$ cat config.mk
export PLATFORM = sky130hd
export DESIGN_NAME = asi_top
export DESIGN_NICKNAME = d
export VERILOG_FILES = /design/src/hw/asi_pkg.sv /design/src/hw/asi_flag_if.sv /design/src/hw/asi_top.sv /design/src/hw/asi_flags.sv
export SDC_FILE = /design/constraint.sdc
export NUM_CORES = 1
export LEC_CHECK = 0
export BUFFER_PORTS_ARGS = -buffer_cell sky130_fd_sc_hd__clkbuf_2
export CAP_MARGIN = 15
export CORE_MARGIN = 1
export CORE_UTILIZATION = 52
export DETAILED_ROUTE_END_ITERATION = 6
export PLACE_DENSITY = 0.84
export SETUP_SLACK_MARGIN = 0.2
export SLEW_MARGIN = 20
export SYNTH_ARGS = -nofsm -noshare
export SYNTH_HDL_FRONTEND = slang
export SYNTH_HIERARCHICAL = 1
export SYNTH_SLANG_ARGS = --single-unit
$ cat constraint.sdc
create_clock -name SYS_CLK -period 4.1 [get_ports SYS_CLK]
set_clock_uncertainty 0.05 [all_clocks]
set_input_delay 0.615 -clock SYS_CLK [delete_from_list [all_inputs] [get_ports SYS_CLK]]
set_output_delay 0.615 -clock SYS_CLK [all_outputs]
set_load 0.03 [all_outputs]
$ cat src/hw/asi_pkg.sv
// Constants for the serial status, flag and interrupt block
package asi_pkg;
   // Register byte offsets on the Avalon-MM slave
   localparam logic [3:0] OFS_STATUS = 4'h0;
   localparam logic [3:0] OFS_DATA = 4'h4;
   localparam logic [3:0] OFS_CTRL1 = 4'h8;
   localparam logic [3:0] OFS_CTRL2 = 4'hc;
   // Status bit positions
   localparam int BIT_TX_EMPTY = 7;
   localparam int BIT_TX_DONE = 6;
   localparam int BIT_RX_READY = 5;
   localparam int BIT_QUIET = 4;
   localparam int BIT_OVERRUN = 3;
   localparam int BIT_NOISE = 2;
   localparam int BIT_FRAMING = 1;
   localparam int BIT_PARITY = 0;
   // Enable bit positions in the control registers
   localparam int BIT_PARITY_IE = 0;
   localparam int BIT_TX_EMPTY_IE = 7;
   localparam int BIT_TX_DONE_IE = 6;
   localparam int BIT_RX_READY_IE = 5;
   localparam int BIT_QUIET_IE = 4;
   // Reset values
   localparam logic [7:0] STATUS_RST = 8'hc0;
   localparam logic [7:0] CTRL1_RST = 8'h00;
   localparam logic [7:0] CTRL2_RST = 8'h00;
   localparam logic [7:0] DATA_RST = 8'h00;
   localparam logic QUIET_ARM_RST = 1'b1;
   // Bus handshake states
   typedef enum logic [1:0] {
      BUS_IDLE = 2'b01,
      BUS_ACK = 2'b10
   } asi_bus_st_t;
endpackage

$ cat src/hw/asi_flag_if.sv
// Link between the register front end and the status flag unit
`timescale 1ns/1ns
`default_nettype none
interface asi_flag_if;
   logic halt;
   logic tx_load;
   logic tx_done;
   logic tx_is_data;
   logic rx_done;
   logic rx_noise;
   logic rx_framing;
   logic rx_parity;
   logic rx_idle;
   logic stat_acc;
   logic data_rd;
   logic data_wr;
   logic rx_take;
   logic [7:0] flags;
   modport front (output halt, tx_load, tx_done, tx_is_data, rx_done,
      rx_noise, rx_framing, rx_parity, rx_idle, stat_acc, data_rd,
      data_wr, input rx_take, flags);
   modport unit (input halt, tx_load, tx_done, tx_is_data, rx_done,
      rx_noise, rx_framing, rx_parity, rx_idle, stat_acc, data_rd,
      data_wr, output rx_take, flags);
endinterface
`default_nettype wire

$ cat src/hw/asi_top.sv
// Serial status flags, control enables and shared interrupt, Avalon-MM
//
// Behaviour
// - Wait mode runs on; enabled requests wake
// - Halt freezes registers and suspends the link
// - One vector; enable set and mask clear
// - Transmit-empty bit 7 set on holding move
// - Status access then data write clears transmit
// - Transmit-done bit 6 only after data frames
// - Receive-ready bit 5 set on word transfer
// - Status access then data read clears receive
// - Quiet-line bit 4, rearmed by receive-ready
// - Overrun bit 3 when word meets ready flag
// - Overrun keeps holding word, drops new one
// - Noise bit 2, no own interrupt
// - Framing bit 1, no own interrupt
// - Framing plus overrun sets only overrun
// - Parity bit 0, interrupt, sequence clears it
// - Status read-only, resets to c0
// - Transmit enables at control two bits 7,6
// - Parity enable at control one bit 0
`timescale 1ns/1ns
`default_nettype none
module asi_top #(
   parameter int DATA_W = 8
) (
   input wire logic SYS_CLK,
   input wire logic RESET_N,
   input wire logic [3:0] AVS_ADDRESS,
   input wire logic AVS_READ,
   input wire logic AVS_WRITE,
   input wire logic [31:0] AVS_WRITEDATA,
   input wire logic [3:0] AVS_BYTEENABLE,
   output logic [31:0] AVS_READDATA,
   output logic AVS_WAITREQUEST,
   input wire logic TX_LOAD_PULSE,
   input wire logic TX_FRAME_END,
   input wire logic TX_FRAME_DATA,
   input wire logic RX_WORD_END,
   input wire logic [DATA_W-1:0] RX_WORD,
   input wire logic RX_NOISE,
   input wire logic RX_FRAMING,
   input wire logic RX_PARITY_BAD,
   input wire logic RX_LINE_IDLE,
   input wire logic WAIT_MODE,
   input wire logic HALT_MODE,
   input wire logic CPU_IRQ_MASK,
   output logic [DATA_W-1:0] TX_HOLD,
   output logic TX_HOLD_FULL,
   output logic LINK_FREEZE,
   output logic IRQ_REQ,
   output logic WAIT_WAKE
);
   asi_flag_if fi ();

   asi_pkg::asi_bus_st_t st_q, st_d;
   logic wait_q, wait_d;
   logic [31:0] rdata_q, rdata_d;
   logic [7:0] ctrl1_q, ctrl1_d;
   logic [7:0] ctrl2_q, ctrl2_d;
   logic [DATA_W-1:0] rx_hold_q, rx_hold_d;
   logic [DATA_W-1:0] tx_hold_q, tx_hold_d;
   logic tx_full_q, tx_full_d;
   logic freeze_q, freeze_d;
   logic irq_q, irq_d;
   logic wake_q, wake_d;
   logic req, accept, sel_stat, sel_data, sel_c1, sel_c2;
   logic pending;

   asi_flags u_flags (
      .clk(SYS_CLK),
      .rst_n(RESET_N),
      .fi(fi)
   );

   // Address decode; an access completes on the edge wait is low
   assign req = AVS_READ || AVS_WRITE;
   assign accept = req && (st_q == asi_pkg::BUS_ACK);
   assign sel_stat = (AVS_ADDRESS == asi_pkg::OFS_STATUS);
   assign sel_data = (AVS_ADDRESS == asi_pkg::OFS_DATA);
   assign sel_c1 = (AVS_ADDRESS == asi_pkg::OFS_CTRL1);
   assign sel_c2 = (AVS_ADDRESS == asi_pkg::OFS_CTRL2);

   // Events and access strobes toward the flag unit
   assign fi.halt = HALT_MODE;
   assign fi.tx_load = TX_LOAD_PULSE;
   assign fi.tx_done = TX_FRAME_END;
   assign fi.tx_is_data = TX_FRAME_DATA;
   assign fi.rx_done = RX_WORD_END;
   assign fi.rx_noise = RX_NOISE;
   assign fi.rx_framing = RX_FRAMING;
   assign fi.rx_parity = RX_PARITY_BAD;
   assign fi.rx_idle = RX_LINE_IDLE;
   assign fi.stat_acc = accept && sel_stat;
   assign fi.data_rd = accept && AVS_READ && sel_data;
   assign fi.data_wr = accept && AVS_WRITE && sel_data
      && AVS_BYTEENABLE[0];

   // Bus handshake: one wait cycle, none taken while halted
   always_comb begin
      st_d = st_q;
      wait_d = 1'b1;
      case (st_q)
         asi_pkg::BUS_IDLE: begin
            if (req && !HALT_MODE) begin
               st_d = asi_pkg::BUS_ACK;
               wait_d = 1'b0;
            end
         end
         asi_pkg::BUS_ACK: begin
            st_d = asi_pkg::BUS_IDLE;
         end
         default: begin
            st_d = asi_pkg::BUS_IDLE;
         end
      endcase
   end

   // Bus state registers
   always_ff @(posedge SYS_CLK) begin
      if (!RESET_N) begin
         st_q <= asi_pkg::BUS_IDLE;
         wait_q <= 1'b1;
      end else begin
         st_q <= st_d;
         wait_q <= wait_d;
      end
   end

   // Read data is captured as the wait cycle ends and stands one cycle
   always_comb begin
      rdata_d = 32'h0000_0000;
      if (st_q == asi_pkg::BUS_IDLE && AVS_READ && !HALT_MODE) begin
         if (sel_stat) begin
            rdata_d[7:0] = fi.flags;
         end else if (sel_data) begin
            rdata_d[DATA_W-1:0] = rx_hold_q;
         end else if (sel_c1) begin
            rdata_d[7:0] = ctrl1_q;
         end else if (sel_c2) begin
            rdata_d[7:0] = ctrl2_q;
         end
      end
   end

   // Read data register
   always_ff @(posedge SYS_CLK) begin
      if (!RESET_N) begin
         rdata_q <= 32'h0000_0000;
      end else begin
         rdata_q <= rdata_d;
      end
   end

   // Control, holding and data registers; status writes are ignored
   always_comb begin
      ctrl1_d = ctrl1_q;
      ctrl2_d = ctrl2_q;
      tx_hold_d = tx_hold_q;
      tx_full_d = tx_full_q;
      rx_hold_d = rx_hold_q;
      if (accept && AVS_WRITE && AVS_BYTEENABLE[0]) begin
         if (sel_c1) begin
            ctrl1_d = AVS_WRITEDATA[7:0];
         end
         if (sel_c2) begin
            ctrl2_d = AVS_WRITEDATA[7:0];
         end
         if (sel_data) begin
            tx_hold_d = AVS_WRITEDATA[DATA_W-1:0];
            tx_full_d = 1'b1;
         end
      end
      // Shifter took the word, holding register is free again
      if (TX_LOAD_PULSE) begin
         tx_full_d = 1'b0;
      end
      // A word is taken only while receive-ready is clear
      if (fi.rx_take) begin
         rx_hold_d = RX_WORD;
      end
      if (HALT_MODE) begin
         ctrl1_d = ctrl1_q;
         ctrl2_d = ctrl2_q;
         tx_hold_d = tx_hold_q;
         tx_full_d = tx_full_q;
         rx_hold_d = rx_hold_q;
      end
   end

   // Register storage
   always_ff @(posedge SYS_CLK) begin
      if (!RESET_N) begin
         ctrl1_q <= asi_pkg::CTRL1_RST;
         ctrl2_q <= asi_pkg::CTRL2_RST;
         tx_hold_q <= DATA_W'(asi_pkg::DATA_RST);
         tx_full_q <= 1'b0;
         rx_hold_q <= DATA_W'(asi_pkg::DATA_RST);
      end else begin
         ctrl1_q <= ctrl1_d;
         ctrl2_q <= ctrl2_d;
         tx_hold_q <= tx_hold_d;
         tx_full_q <= tx_full_d;
         rx_hold_q <= rx_hold_d;
      end
   end

   // Shared request: noise and framing have no enable of their own
   assign pending =
      (fi.flags[asi_pkg::BIT_TX_EMPTY] && ctrl2_q[asi_pkg::BIT_TX_EMPTY_IE])
      || (fi.flags[asi_pkg::BIT_TX_DONE]
         && ctrl2_q[asi_pkg::BIT_TX_DONE_IE])
      || ((fi.flags[asi_pkg::BIT_RX_READY]
         || fi.flags[asi_pkg::BIT_OVERRUN])
         && ctrl2_q[asi_pkg::BIT_RX_READY_IE])
      || (fi.flags[asi_pkg::BIT_QUIET] && ctrl2_q[asi_pkg::BIT_QUIET_IE])
      || (fi.flags[asi_pkg::BIT_PARITY]
         && ctrl1_q[asi_pkg::BIT_PARITY_IE]);

   // Interrupt, wake and freeze outputs; halt never wakes the device
   always_comb begin
      irq_d = pending && !CPU_IRQ_MASK;
      wake_d = pending && WAIT_MODE && !HALT_MODE;
      freeze_d = HALT_MODE;
      if (HALT_MODE) begin
         irq_d = irq_q; // Frozen with the rest of the block
      end
   end

   // Output registers
   always_ff @(posedge SYS_CLK) begin
      if (!RESET_N) begin
         irq_q <= 1'b0;
         wake_q <= 1'b0;
         freeze_q <= 1'b0;
      end else begin
         irq_q <= irq_d;
         wake_q <= wake_d;
         freeze_q <= freeze_d;
      end
   end

   assign AVS_READDATA = rdata_q;
   assign AVS_WAITREQUEST = wait_q;
   assign TX_HOLD = tx_hold_q;
   assign TX_HOLD_FULL = tx_full_q;
   assign LINK_FREEZE = freeze_q;
   assign IRQ_REQ = irq_q;
   assign WAIT_WAKE = wake_q;
endmodule // asi_top
`default_nettype wire

$ cat src/hw/asi_flags.sv
// Status flag unit: set events and the read-then-access clear sequence
`timescale 1ns/1ns
`default_nettype none
module asi_flags (
   input wire logic clk,
   input wire logic rst_n,
   asi_flag_if.unit fi
);
   logic [7:0] flag_q, flag_d;
   logic [7:0] snap_q, snap_d;
   logic arm_q, arm_d;
   logic take;

   // Word moves to the data register only when the last one was read
   assign take = fi.rx_done && !flag_q[asi_pkg::BIT_RX_READY];
   assign fi.rx_take = take && !fi.halt;
   assign fi.flags = flag_q;

   // Next flag values; clear first, then sets so a same-cycle event wins
   always_comb begin
      logic [7:0] clr;
      clr = 8'h00;
      flag_d = flag_q;
      snap_d = snap_q;
      arm_d = arm_q;
      if (fi.stat_acc) begin
         snap_d = flag_q; // Only flags seen by software may be cleared
      end
      if (fi.data_wr) begin
         clr[asi_pkg::BIT_TX_EMPTY] = snap_q[asi_pkg::BIT_TX_EMPTY];
         clr[asi_pkg::BIT_TX_DONE] = snap_q[asi_pkg::BIT_TX_DONE];
         // Parity clears on any data access, a write as well
         clr[asi_pkg::BIT_PARITY] = snap_q[asi_pkg::BIT_PARITY];
      end
      if (fi.data_rd) begin
         clr[5:0] = snap_q[5:0];
      end
      if (fi.data_wr || fi.data_rd) begin
         snap_d = 8'h00;
      end
      flag_d = flag_q & ~clr;
      if (fi.tx_load) begin
         flag_d[asi_pkg::BIT_TX_EMPTY] = 1'b1;
      end
      if (fi.tx_done && fi.tx_is_data) begin
         flag_d[asi_pkg::BIT_TX_DONE] = 1'b1;
      end
      if (fi.rx_done && !take) begin
         flag_d[asi_pkg::BIT_OVERRUN] = 1'b1;
      end
      if (take) begin
         flag_d[asi_pkg::BIT_RX_READY] = 1'b1;
         arm_d = 1'b1;
         if (fi.rx_noise) begin
            flag_d[asi_pkg::BIT_NOISE] = 1'b1;
         end
         if (fi.rx_framing) begin
            flag_d[asi_pkg::BIT_FRAMING] = 1'b1;
         end
         if (fi.rx_parity) begin
            flag_d[asi_pkg::BIT_PARITY] = 1'b1;
         end
      end
      if (fi.rx_idle && arm_q) begin
         flag_d[asi_pkg::BIT_QUIET] = 1'b1;
         arm_d = 1'b0;
      end
      // Halt freezes every flag and the sequence state
      if (fi.halt) begin
         flag_d = flag_q;
         snap_d = snap_q;
         arm_d = arm_q;
      end
   end

   // Flag registers
   always_ff @(posedge clk) begin
      if (!rst_n) begin
         flag_q <= asi_pkg::STATUS_RST;
         snap_q <= 8'h00;
         arm_q <= asi_pkg::QUIET_ARM_RST;
      end else begin
         flag_q <= flag_d;
         snap_q <= snap_d;
         arm_q <= arm_d;
      end
   end
endmodule // asi_flags
`default_nettype wire

==> results.md, run 1 <==
* Least-Margin Pin Slew at between 0.9 and 1 ns
* Layout cell share with drive strength beyond 1 at between 20% and 30%
* Headroom to the max-slew limit at between 30% and 40%
* Power Internal at 1026 uW
* Post-Place Cell Area at about 3100 um2
* Min setup slack post-route at ~1.8 ns
* Finished Core Util at between 60% and 70%
* Critical R2R Launch: st_q[0]
* Dpl hpwl at about 4200 um
* Worst path cell trace: clkbuf_2, nor4b_4, nor3b_2, o221a_1
* RSZ-0062 raised after global routing: false
* Crit Path Class: input port to flop
* Mapped Cells at around 290
* Post-synth EDFFs at 0
* Final hold viol count at 0
* Setup violators final at 0
* Worst-path maximum fanout at 16
* Synthesized area at about 2900 um2
* Cts hold-fix bufs at 0
* Gr usage total at approximately 22%
* Vias in the first global route at 2,046
* Post-synthesis sequential area ratio at around 45%
* Sink Count at 64
* Port Buf Inserts at 56
* Postcts setup bufs at 0
* DRT Wirelength at roughly 6000 um
* Setup total negative slack at 0 ns
* Die area at slightly below 6000 um2
* Critical Path Source: AVS_ADDRESS[2]
* Crit-path leading delay family: simple AND/OR/NAND/NOR gates
* Top post-synthesis cells by area: dfxtp_1 (45%), mux2i_1 (11%), buf_4 (6.8%)
* CTS tree: yes
* Root Buffer: clkbuf_8
* Height of the die at ~76 um
* Final hold slack at around 0.4 ns
* CP Depth at 4
* Critical Path Sink Type: flop
* Clk buf depth at 2
* Hold-critical path depth at 2
* Max Cap Violations at 0
* Overflow after GRT at 0
* Sequential power share at between 40% and 50%
* Worst Path Required at roughly 4.3 ns
* WL/cell at 14.20 um
* Vias/cell at about 5.2
* Synth top area share at 44.58%
* Initial core utilization at between 50% and 60%
* Cells resized by post-CTS repair at 0
* Synth Area in XOR/XNOR at 0%
* Crit start category: input port
* Mux share of post-synthesis cell area at approximately 14%
* Worst skew pair latency at about 0.35 ns
* Post-synthesis average cell area at between 9 and 10 um2
* Setup WS pre-CTS at ~1.4 ns
* Drt drc at 0
* Status: complete, no violations
* Leak at between 0.001 and 0.0015 uW
* Synth Area in Simple Gates at 21.99%
* First-pass GRT wire length at 9873 um
* Post-route cell area at 3307 um2
* DRT iter0 DRCs at between 150 and 200
* Worst-path clk slew at about 0.070 ns
* Worst VDD drop at between 0.00015 and 0.0002 V
* Initial antenna violation count at 0
* Sw Pwr at between 300 and 400 uW
* Final ANT Viol Nets at 0
* Area growth from synthesis to layout at 15.06%
* Max incr delay on CP at around 0.87 ns
* Post-synth cell types at 39
* Ys flop type: dfxtp_1
* Period utilization at 57.25%
* Count of pins over their slew limit at 0
* Via Count at ~2,200
* Bufs and invs on worst path at 1
* Synth Area in Compound Gates at a little under a tenth
* Gpl congestion at roughly 0.82
* Largest net degree at the start of global routing at 32
* Cell count of the worst reg-to-reg path at 3
* Most common cell in the netlist: dfxtp_1
* N_diodes at 0
* H-Tree Level Count at 3
* Largest family of logic cells by synthesized area: simple AND/OR/NAND/NOR gates
* Fill cell count at 448
* HP Class: flop to flop
* Num ports at 108
* Pwr dens at around 400 nW/um2
* Adder-cell share of the synthesized area at 0%
* Worst hold start: ctrl2_q[0]
* Num CTS Buffers at 9
* Combinational power share at 8.0%
* Fmax at roughly 0.43 GHz
* Num rows at 26
* TritonRoute pass-1 iters at 4
* Clock power share at 45.1%
* Async S/R FF share, synth at 0%
* Sw frac at 24.64%
* Synth warn at 6
* Flops & latches, synth at 64
* Die width at between 70 and 80 um
* Arrival @ worst endpoint at 2.59 ns
* Min Tclk post-route at 2.347 ns
* Core area at around 5200 um2
* Slowest cell on crit path: nor3b_2
* Leading area contributor after synthesis: dfxtp_1
* Layout Nets at 409
* Top post-synthesis cells by count: dfxtp_1 (64), nand2_1 (47), mux2i_1 (32)
==> worst paths after layout <==
| path | slack (ns) | end |
|---|---|---|
| worst min register to register | 0.40 | ctrl2_q[0] |
| worst min-delay path | 0.40 | ctrl2_q[0] |
| worst max-delay path | 1.75 | TX_HOLD_FULL |
| worst max register to register | 2.05 | TX_HOLD_FULL |
==> area by class of cell <==
class,instances,area [um2],area share [%]
clock buffer,10,137.6,4.162
clock inverter,6,91.34,2.762
timing repair buffer,58,295.3,8.929
multi-input combinational,209,1399,42.30
tap,70,87.58,2.649
sequential,64,1281,38.74
inverter,4,15.01,0.4540
==> metrics by stage <==
| step | instances | total power (uW) |
|---|---|---|
| 2_1_floorplan | 317 | 744.9 |
| 3_3_place_gp | 405 | 758.0 |
| 3_5_place_dp | 405 | 760.0 |
| 6_report | 421 | 1361 |
| 5_1_grt | 421 | 1411 |
| 4_1_cts | 421 | 1370 |
==> placed cells by master, fill, tap and decap left out, types with 2 or more instances in the layout <==
cell / n
nand3_1: 3
nor2b_1: 14
bufinv_16: 2
mux4_2: 4
buf_4: 2
a21oi_1: 15
a22oi_1: 8
mux2i_1: 32
clkbuf_2: 56
and3_1: 5
nor3b_1: 5
inv_1: 4
clkinv_4: 2
nor3b_2: 3
o21ai_1: 2
o21ai_0: 15
nor2_1: 7
conb_1: 24
nor4b_4: 3
nand2_1: 47
dfxtp_1: 64
nand3b_1: 7
clkbuf_8: 10
==> worst register-to-register path, cell delays in order, from the launching register on <==
cell and delay (ns):
dfxtp_1 0.33, nand4b_1 0.39, nor3b_2 0.91, o221a_1 0.32
==> power groups by stage <==
stage / Sequential (uW) / Clock (uW) / Combinational [uW]
after detailed placement: 652 / 0 / 108
final: 638 / 614 / 109
after global routing: 639 / 654 / 118
after floorplan: 652 / 0 / 93.3
after CTS: 638 / 623 / 109
after global placement: 651 / 0 / 107
==> layer usage <==
metal	part of all wire, %	wire (um)	vias up	GRT usage [%]
met5	0	0	-	0
met4	1.3	75	0	9.423
met3	5.6	333	7	6.707
met2	50	2976	76	35.95
met1	43	2594	1042	27.27
li1	-	-	1080	-
==> flip-flops by register name (all words and copies together) (netlist names), 2 cells and up <==
name / count
st_q: 2
ctrl1_q: 8
TX_HOLD: 8
ctrl2_q: 8
AVS_READDATA: 8
u_flags/snap_q: 8
rx_hold_q: 8
u_flags/fi.flags: 8
==> cell families (layout without fill, tap and decap cells) <==
group | Yosys count | after routing
compound gates | 45 | 45
buf+inv | 44 | 78
mux | 36 | 36
simple gates | 104 | 104
flops | 64 | 64
other cells | 1 | 24
(Power assumes the default switching activity.)
==> inputs of run 2 (changes only) <==
--- a/config.mk
+++ b/config.mk
@@ -8,9 +8,9 @@
 export BUFFER_PORTS_ARGS = -buffer_cell sky130_fd_sc_hd__clkbuf_2
 export CAP_MARGIN = 15
 export CORE_MARGIN = 1
-export CORE_UTILIZATION = 52
+export CORE_UTILIZATION = 44
 export DETAILED_ROUTE_END_ITERATION = 6
-export PLACE_DENSITY = 0.84
+export PLACE_DENSITY = 0.76
 export SETUP_SLACK_MARGIN = 0.2
 export SLEW_MARGIN = 20
 export SYNTH_ARGS = -nofsm -noshare
==> constraint.sdc (replaced) <==
create_clock -name SYS_CLK -period 1.95 [get_ports SYS_CLK]
set_clock_uncertainty 0.05 [all_clocks]
set_input_delay 0.2925 -clock SYS_CLK [delete_from_list [all_inputs] [get_ports SYS_CLK]]
set_output_delay 0.2925 -clock SYS_CLK [all_outputs]
set_load 0.03 [all_outputs]
==> run 2 against run 1 <==
Sequential share of layout area down 1.7 points. Power rose by 100%. Clock-buffer cell count increased by 2. Sequential power rose by 110%. Via count grew 2.6%. Critical path type is now flop to flop. Largest cell class unchanged. Highest routed layer unchanged.
==> results.md, run 2 (synthesis results as in run 1) <==
* Layout Nets at 425
* Worst skew pair latency at 0.34 ns
* Fill cell count at 570
* Die width at a little over 80 um
* Arrival @ worst endpoint at 1.86 ns
* Worst VDD drop at around 0.00050 V
* Vias/cell at about 5.1
* Setup violators final at 0
* Combinational power share at under 10%
* Via Count at 2,263
* Setup total negative slack at 0 ns
* Sw frac at ~25%
* Layout cell share with drive strength beyond 1 at roughly 28%
* Leak at 0.001373 uW
* Status: complete, no violations
* H-Tree Level Count at 3
* Initial core utilization at 45.52%
* Post-route cell area at approximately 3500 um2
* TritonRoute pass-1 iters at 4
* Post-Place Cell Area at between 3000 and 4000 um2
* Gpl congestion at about 0.80
* Height of the die at a little over 80 um
* Port Buf Inserts at 56
* Final hold viol count at 0
* Sequential power share at 48.6%
* Drt drc at 0
* Met1 usage at about a quarter
* Most used routing layer: met2
* Initial antenna violation count at 0
* Grt met3 use at under 10%
* Crit start category: flop
* Final ANT Viol Nets at 0
* Num ports at ~110
* Most common cell after layout, fill and taps aside: dfxtp_1
* Register Area at 1281 um2
* Hold-critical path depth at 3
* Critical Path Sink Type: flop
* Crit Path Class: flop to flop
* CTS tree: yes
* Met2 GRT Util at about 31%
* Vias in the first global route at 2,157
* Worst-path clk slew at around 0.070 ns
* Final hold slack at 0.1569 ns
* Clk buf depth at 2
* Worst-path maximum fanout at 8
* Overflow after GRT at 0
* Count of pins over their slew limit at 0
* Die area at 6859 um2
* WL/cell at approximately 14 um
* Area of the multi-input gates at 1414 um2
* Pwr dens at approximately 800 nW/um2
* N_diodes at 0
* Num CTS Buffers at 9
* Cell count of the worst reg-to-reg path at 5
* Power Internal at between 2000 and 2500 uW
* Num rows at 29
* Worst Path Required at around 2.2 ns
* First-pass GRT wire length at 10,360 um
* Fmax at between 0.6 and 0.7 GHz
* Gr usage total at between 10% and 20%
* Area growth from synthesis to layout at 20.33%
* RSZ-0062 raised after global routing: false
* Commonest cells after routing, fill and taps aside: dfxtp_1 (64), clkbuf_2 (56), nand2_1 (47), mux2i_1 (32), conb_1 (24)
* Max Cap Violations at 0
* Dpl hpwl at 4525 um
* DRT iter0 DRCs at 120
* Largest net degree at the start of global routing at 29
* Core area at between 6000 and 7000 um2
* HP Class: input port to flop
* Min Tclk post-route at 1.643 ns
* Clock power share at 42.5%
* Period utilization at a little over four fifths
* DRT Wirelength at roughly 6400 um
* Root Buffer: clkbuf_8
* Sink Count at 64
* Sw Pwr at 691.7 uW
## run 2: changes by cell type in the layout (fill, tap and decap cells not counted), moves of 2 or more
cell / delta
clkinvlp_4: +3
buf_12: +2
clkinv_4: -2
buf_4: +13
## run 2: what timing repair did
action                                  in CTS  in global routing
buffers inserted                             0                  0
endpoints found under the setup margin       0                  8
hold buffers                                 0                  0
gates resized for setup                      0                  4
## run 2: worst paths after layout
path                            startpoint  slack [ns]                  end
worst max-delay path               st_q[1]        0.31    u_flags/snap_q[6]
worst min-delay path            RX_FRAMING        0.16  u_flags/fi.flags[1]
worst max register to register     st_q[1]        0.31    u_flags/snap_q[6]
worst min register to register  TX_HOLD[0]        0.41           TX_HOLD[0]
## run 2: final cells by class
| class | instances | share of cell area [%] |
|---|---|---|
| clock buffer | 12 | 4.486 |
| clock inverter | 4 | 1.520 |
| inverter | 4 | 0.4342 |
| multi-input combinational | 209 | 40.88 |
| sequential | 64 | 37.05 |
| tap | 77 | 2.786 |
| timing repair buffer | 74 | 12.84 |
## run 2: power groups by stage
stage               Combinational, uW  Sequential, uW  Clock (uW)
floorplan                         196            1370           0
global placement                  239            1370           0
detailed placement                242            1370           0
CTS                               243            1340        1190
global route                      265            1340        1250
finish                            245            1340        1170
## run 2: critical path, cell delays in order (launching register included)
cell and delay (ns):
dfxtp_1 0.32, nor2b_2 0.17, and4_1 0.31, nor3_4 0.40, o21ai_0 0.14, a21oi_1 0.18
## run 2: per-stage QoR
| step | util, % | setup slack, ns | total power, uW | cells |
|---|---|---|---|---|
| after floorplan | - | 0.2125 | 1566 | 317 |
| after global placement | 51.19 | 0.1510 | 1608 | 428 |
| after detailed placement | 51.19 | 0.07952 | 1611 | 428 |
| after CTS | 54.48 | 0.2187 | 2774 | 444 |
| after global routing | 54.78 | 0.1935 | 2854 | 444 |
| final | 54.78 | 0.3068 | 2760 | 444 |
## run 2: per-layer routing
layer  share of wire (%)  wire length [um]
met5                   0                 0
met1                  46              2904
met2                  47              3001
met3                 5.8               367
met4                 1.6               100
==> inputs of run 3 (changes only) <==
==> constraint.sdc (replaced) <==
create_clock -name SYS_CLK -period 1.33 [get_ports SYS_CLK]
set_clock_uncertainty 0.05 [all_clocks]
set_input_delay 0.1995 -clock SYS_CLK [delete_from_list [all_inputs] [get_ports SYS_CLK]]
set_output_delay 0.1995 -clock SYS_CLK [all_outputs]
set_load 0.03 [all_outputs]
==> run 3 against run 2 <==
Clock power is 42% higher. Critical endpoint is now u_flags/snap_q[3]. First-iteration DRC count is 13% lower. Largest cell class unchanged. Via count rose by 2.6%. Highest routed layer unchanged. Largest power group unchanged. Fmax up 3.6%. Combinational power increased by 73%. The flow now finishes with violations (negative setup slack).
==> results.md, run 3 (synthesis results as in run 1) <==
* WL/cell at 14.18 um
* Max Cap Violations at 0
* Clk buf depth at 2
* Die width at just over 80 um
* Worst skew pair latency at 0.34 ns
* Pwr dens at 1054 nW/um2
* CTS tree: yes
* R2R Setup Slk at -0.26 ns
* H-Tree Level Count at 3
* DRT iter0 DRCs at roughly 100
* Dpl hpwl at ~4600 um
* Final ANT Viol Nets at 0
* Area growth from synthesis to layout at 33.78%
* Wire length on met3 at about 260 um
* Die area at 6859 um2
* Total power at slightly above 4000 uW
* TritonRoute pass-1 iters at 6
* Initial antenna violation count at 0
* Commonest cells after routing, fill and taps aside: dfxtp_1 (55), nand2_1 (44), clkbuf_2 (37), mux2i_1 (32), buf_4 (32)
* Num CTS Buffers at 9
* Most common cell after layout, fill and taps aside: dfxtp_1
* Largest net degree at the start of global routing at 48
* Layout cell share with drive strength beyond 1 at around two fifths
* Setup violators final at 38
* Critical Path Sink Type: flop
* Num rows at 29
* Gpl congestion at around 0.83
* Cts hold-fix bufs at 0
* Crit Path Class: flop to flop
* Initial core utilization at a little under half
* Worst VDD drop at 0.0009681 V
* Num ports at 108
* Via Count at between 2,000 and 2,500
* Gr usage total at between 20% and 30%
* HP Class: input port to flop
* Endpoint of the worst-slack reg-to-reg timing path: u_flags/snap_q[3]
* Min Tclk post-route at between 1.5 and 2 ns
* Layout Nets at 444
* Arrival @ worst endpoint at 1.81 ns
* Vias in the first global route at 2,295
* Leak at about 0.0015 uW
* Root Buffer: clkbuf_8
* Height of the die at 82.82 um
* Hold-critical path depth at 3
* Post-Place Cell Area at 3371 um2
* Worst-path clk slew at approximately 0.07 ns
* Crit start category: flop
* Worst hold start: RX_PARITY_BAD
* Fmax at 0.6306 GHz
* Worst-path maximum fanout at 8
* Vias/cell at between 5 and 6
* Final hold viol count at 0
* DRT Wirelength at around 6600 um
* Cell count of the worst reg-to-reg path at 7
* Count of pins over their slew limit at 0
* Worst Path Required at 1.55 ns
* Status: finished with violations
* DRT met1 WL at ~3000 um
* Core area at approximately 6300 um2
* Worst Hold End: u_flags/fi.flags[0]
* RSZ-0062 raised after global routing: true
* Failing checks: negative setup slack
* Drt drc at 0
* Sink Count at 64
* N_diodes at 0
* Period utilization at 119.2%
* Min setup slack post-route at -0.2557 ns
* First-pass GRT wire length at ~11,000 um
* Wire length on met2 at between 3000 and 4000 um
* Critical R2R Launch: st_q[1]
* Overflow after GRT at 0
* Port Buf Inserts at 56
* Uppermost layer routed: met4
* Post-route cell area at 3845 um2
run 3: cell count changes in the layout (fill, tap and decap cells not counted), sizes merged:
cell and change:
buf +29, clkbuf -13, clkinv +4, clkinvlp -1
run 3: routing by layer:
layer  track usage (%)  up-vias
li1                  -     1147
met1             24.68     1094
met2             33.23       72
met3             6.262        9
met4             7.680        0
met5                 0        -
run 3: worst max-delay path, cell delays in order, from the launching register on:
cell	delay [ns]
dfxtp_2	0.33
nor2b_4	0.13
and4_2	0.27
buf_4	0.15
nor4b_4	0.25
buf_6	0.16
nand2_2	0.05
a21oi_2	0.13
run 3: area by class of cell:
class	instances	area, um2
Inverter	4	15.01
Timing Repair Buffer	93	680.7
Tap cell	77	96.34
Clock inverter	7	72.57
Multi-Input combinational cell	209	1564
Fill cell	534	2469
Clock buffer	9	123.9
Sequential cell	64	1292
run 3: what timing repair did:
action | in CTS | in global routing
pin swaps | 5 | 4
endpoints found under the setup margin | 71 | 78
buffers inserted | 2 | 0
gates resized for setup | 54 | 41
hold endpoints to repair | 0 | 0
run 3: how the worst max path moves through the flow:
| stage | from | end | cells after the start |
|---|---|---|---|
| 3_5_place_dp | AVS_ADDRESS[1] | u_flags/snap_q[2] | 9 |
| 3_3_place_gp | AVS_ADDRESS[1] | TX_HOLD[3] | 6 |
| 2_1_floorplan | st_q[1] | u_flags/snap_q[0] | 6 |
| 5_1_grt | st_q[1] | u_flags/snap_q[3] | 7 |
| 4_1_cts | st_q[1] | u_flags/snap_q[7] | 7 |
| 6_report | st_q[1] | u_flags/snap_q[3] | 7 |
run 3: where the power goes:
| part | total [uW] | internal, uW | switching, uW |
|---|---|---|---|
| Combinational | 424 | 160 | 264 |
| Sequential | 1970 | 1940 | 22.4 |
| Clock | 1660 | 864 | 799 |
run 3: metrics by stage:
step	std cells	hold WS (ns)	setup slack (ns)	utilization (%)	TNS, ns
2_1_floorplan	317	0.2114	-0.2075	-	-2.005
3_3_place_gp	445	0.3857	-0.3107	53.39	-9.313
3_5_place_dp	445	0.3825	-0.3745	53.39	-10.58
4_1_cts	463	0.01278	-0.2450	59.43	-4.966
5_1_grt	463	0.02410	-0.3302	60.90	-7.817
6_report	463	0.02627	-0.2557	60.90	-5.551
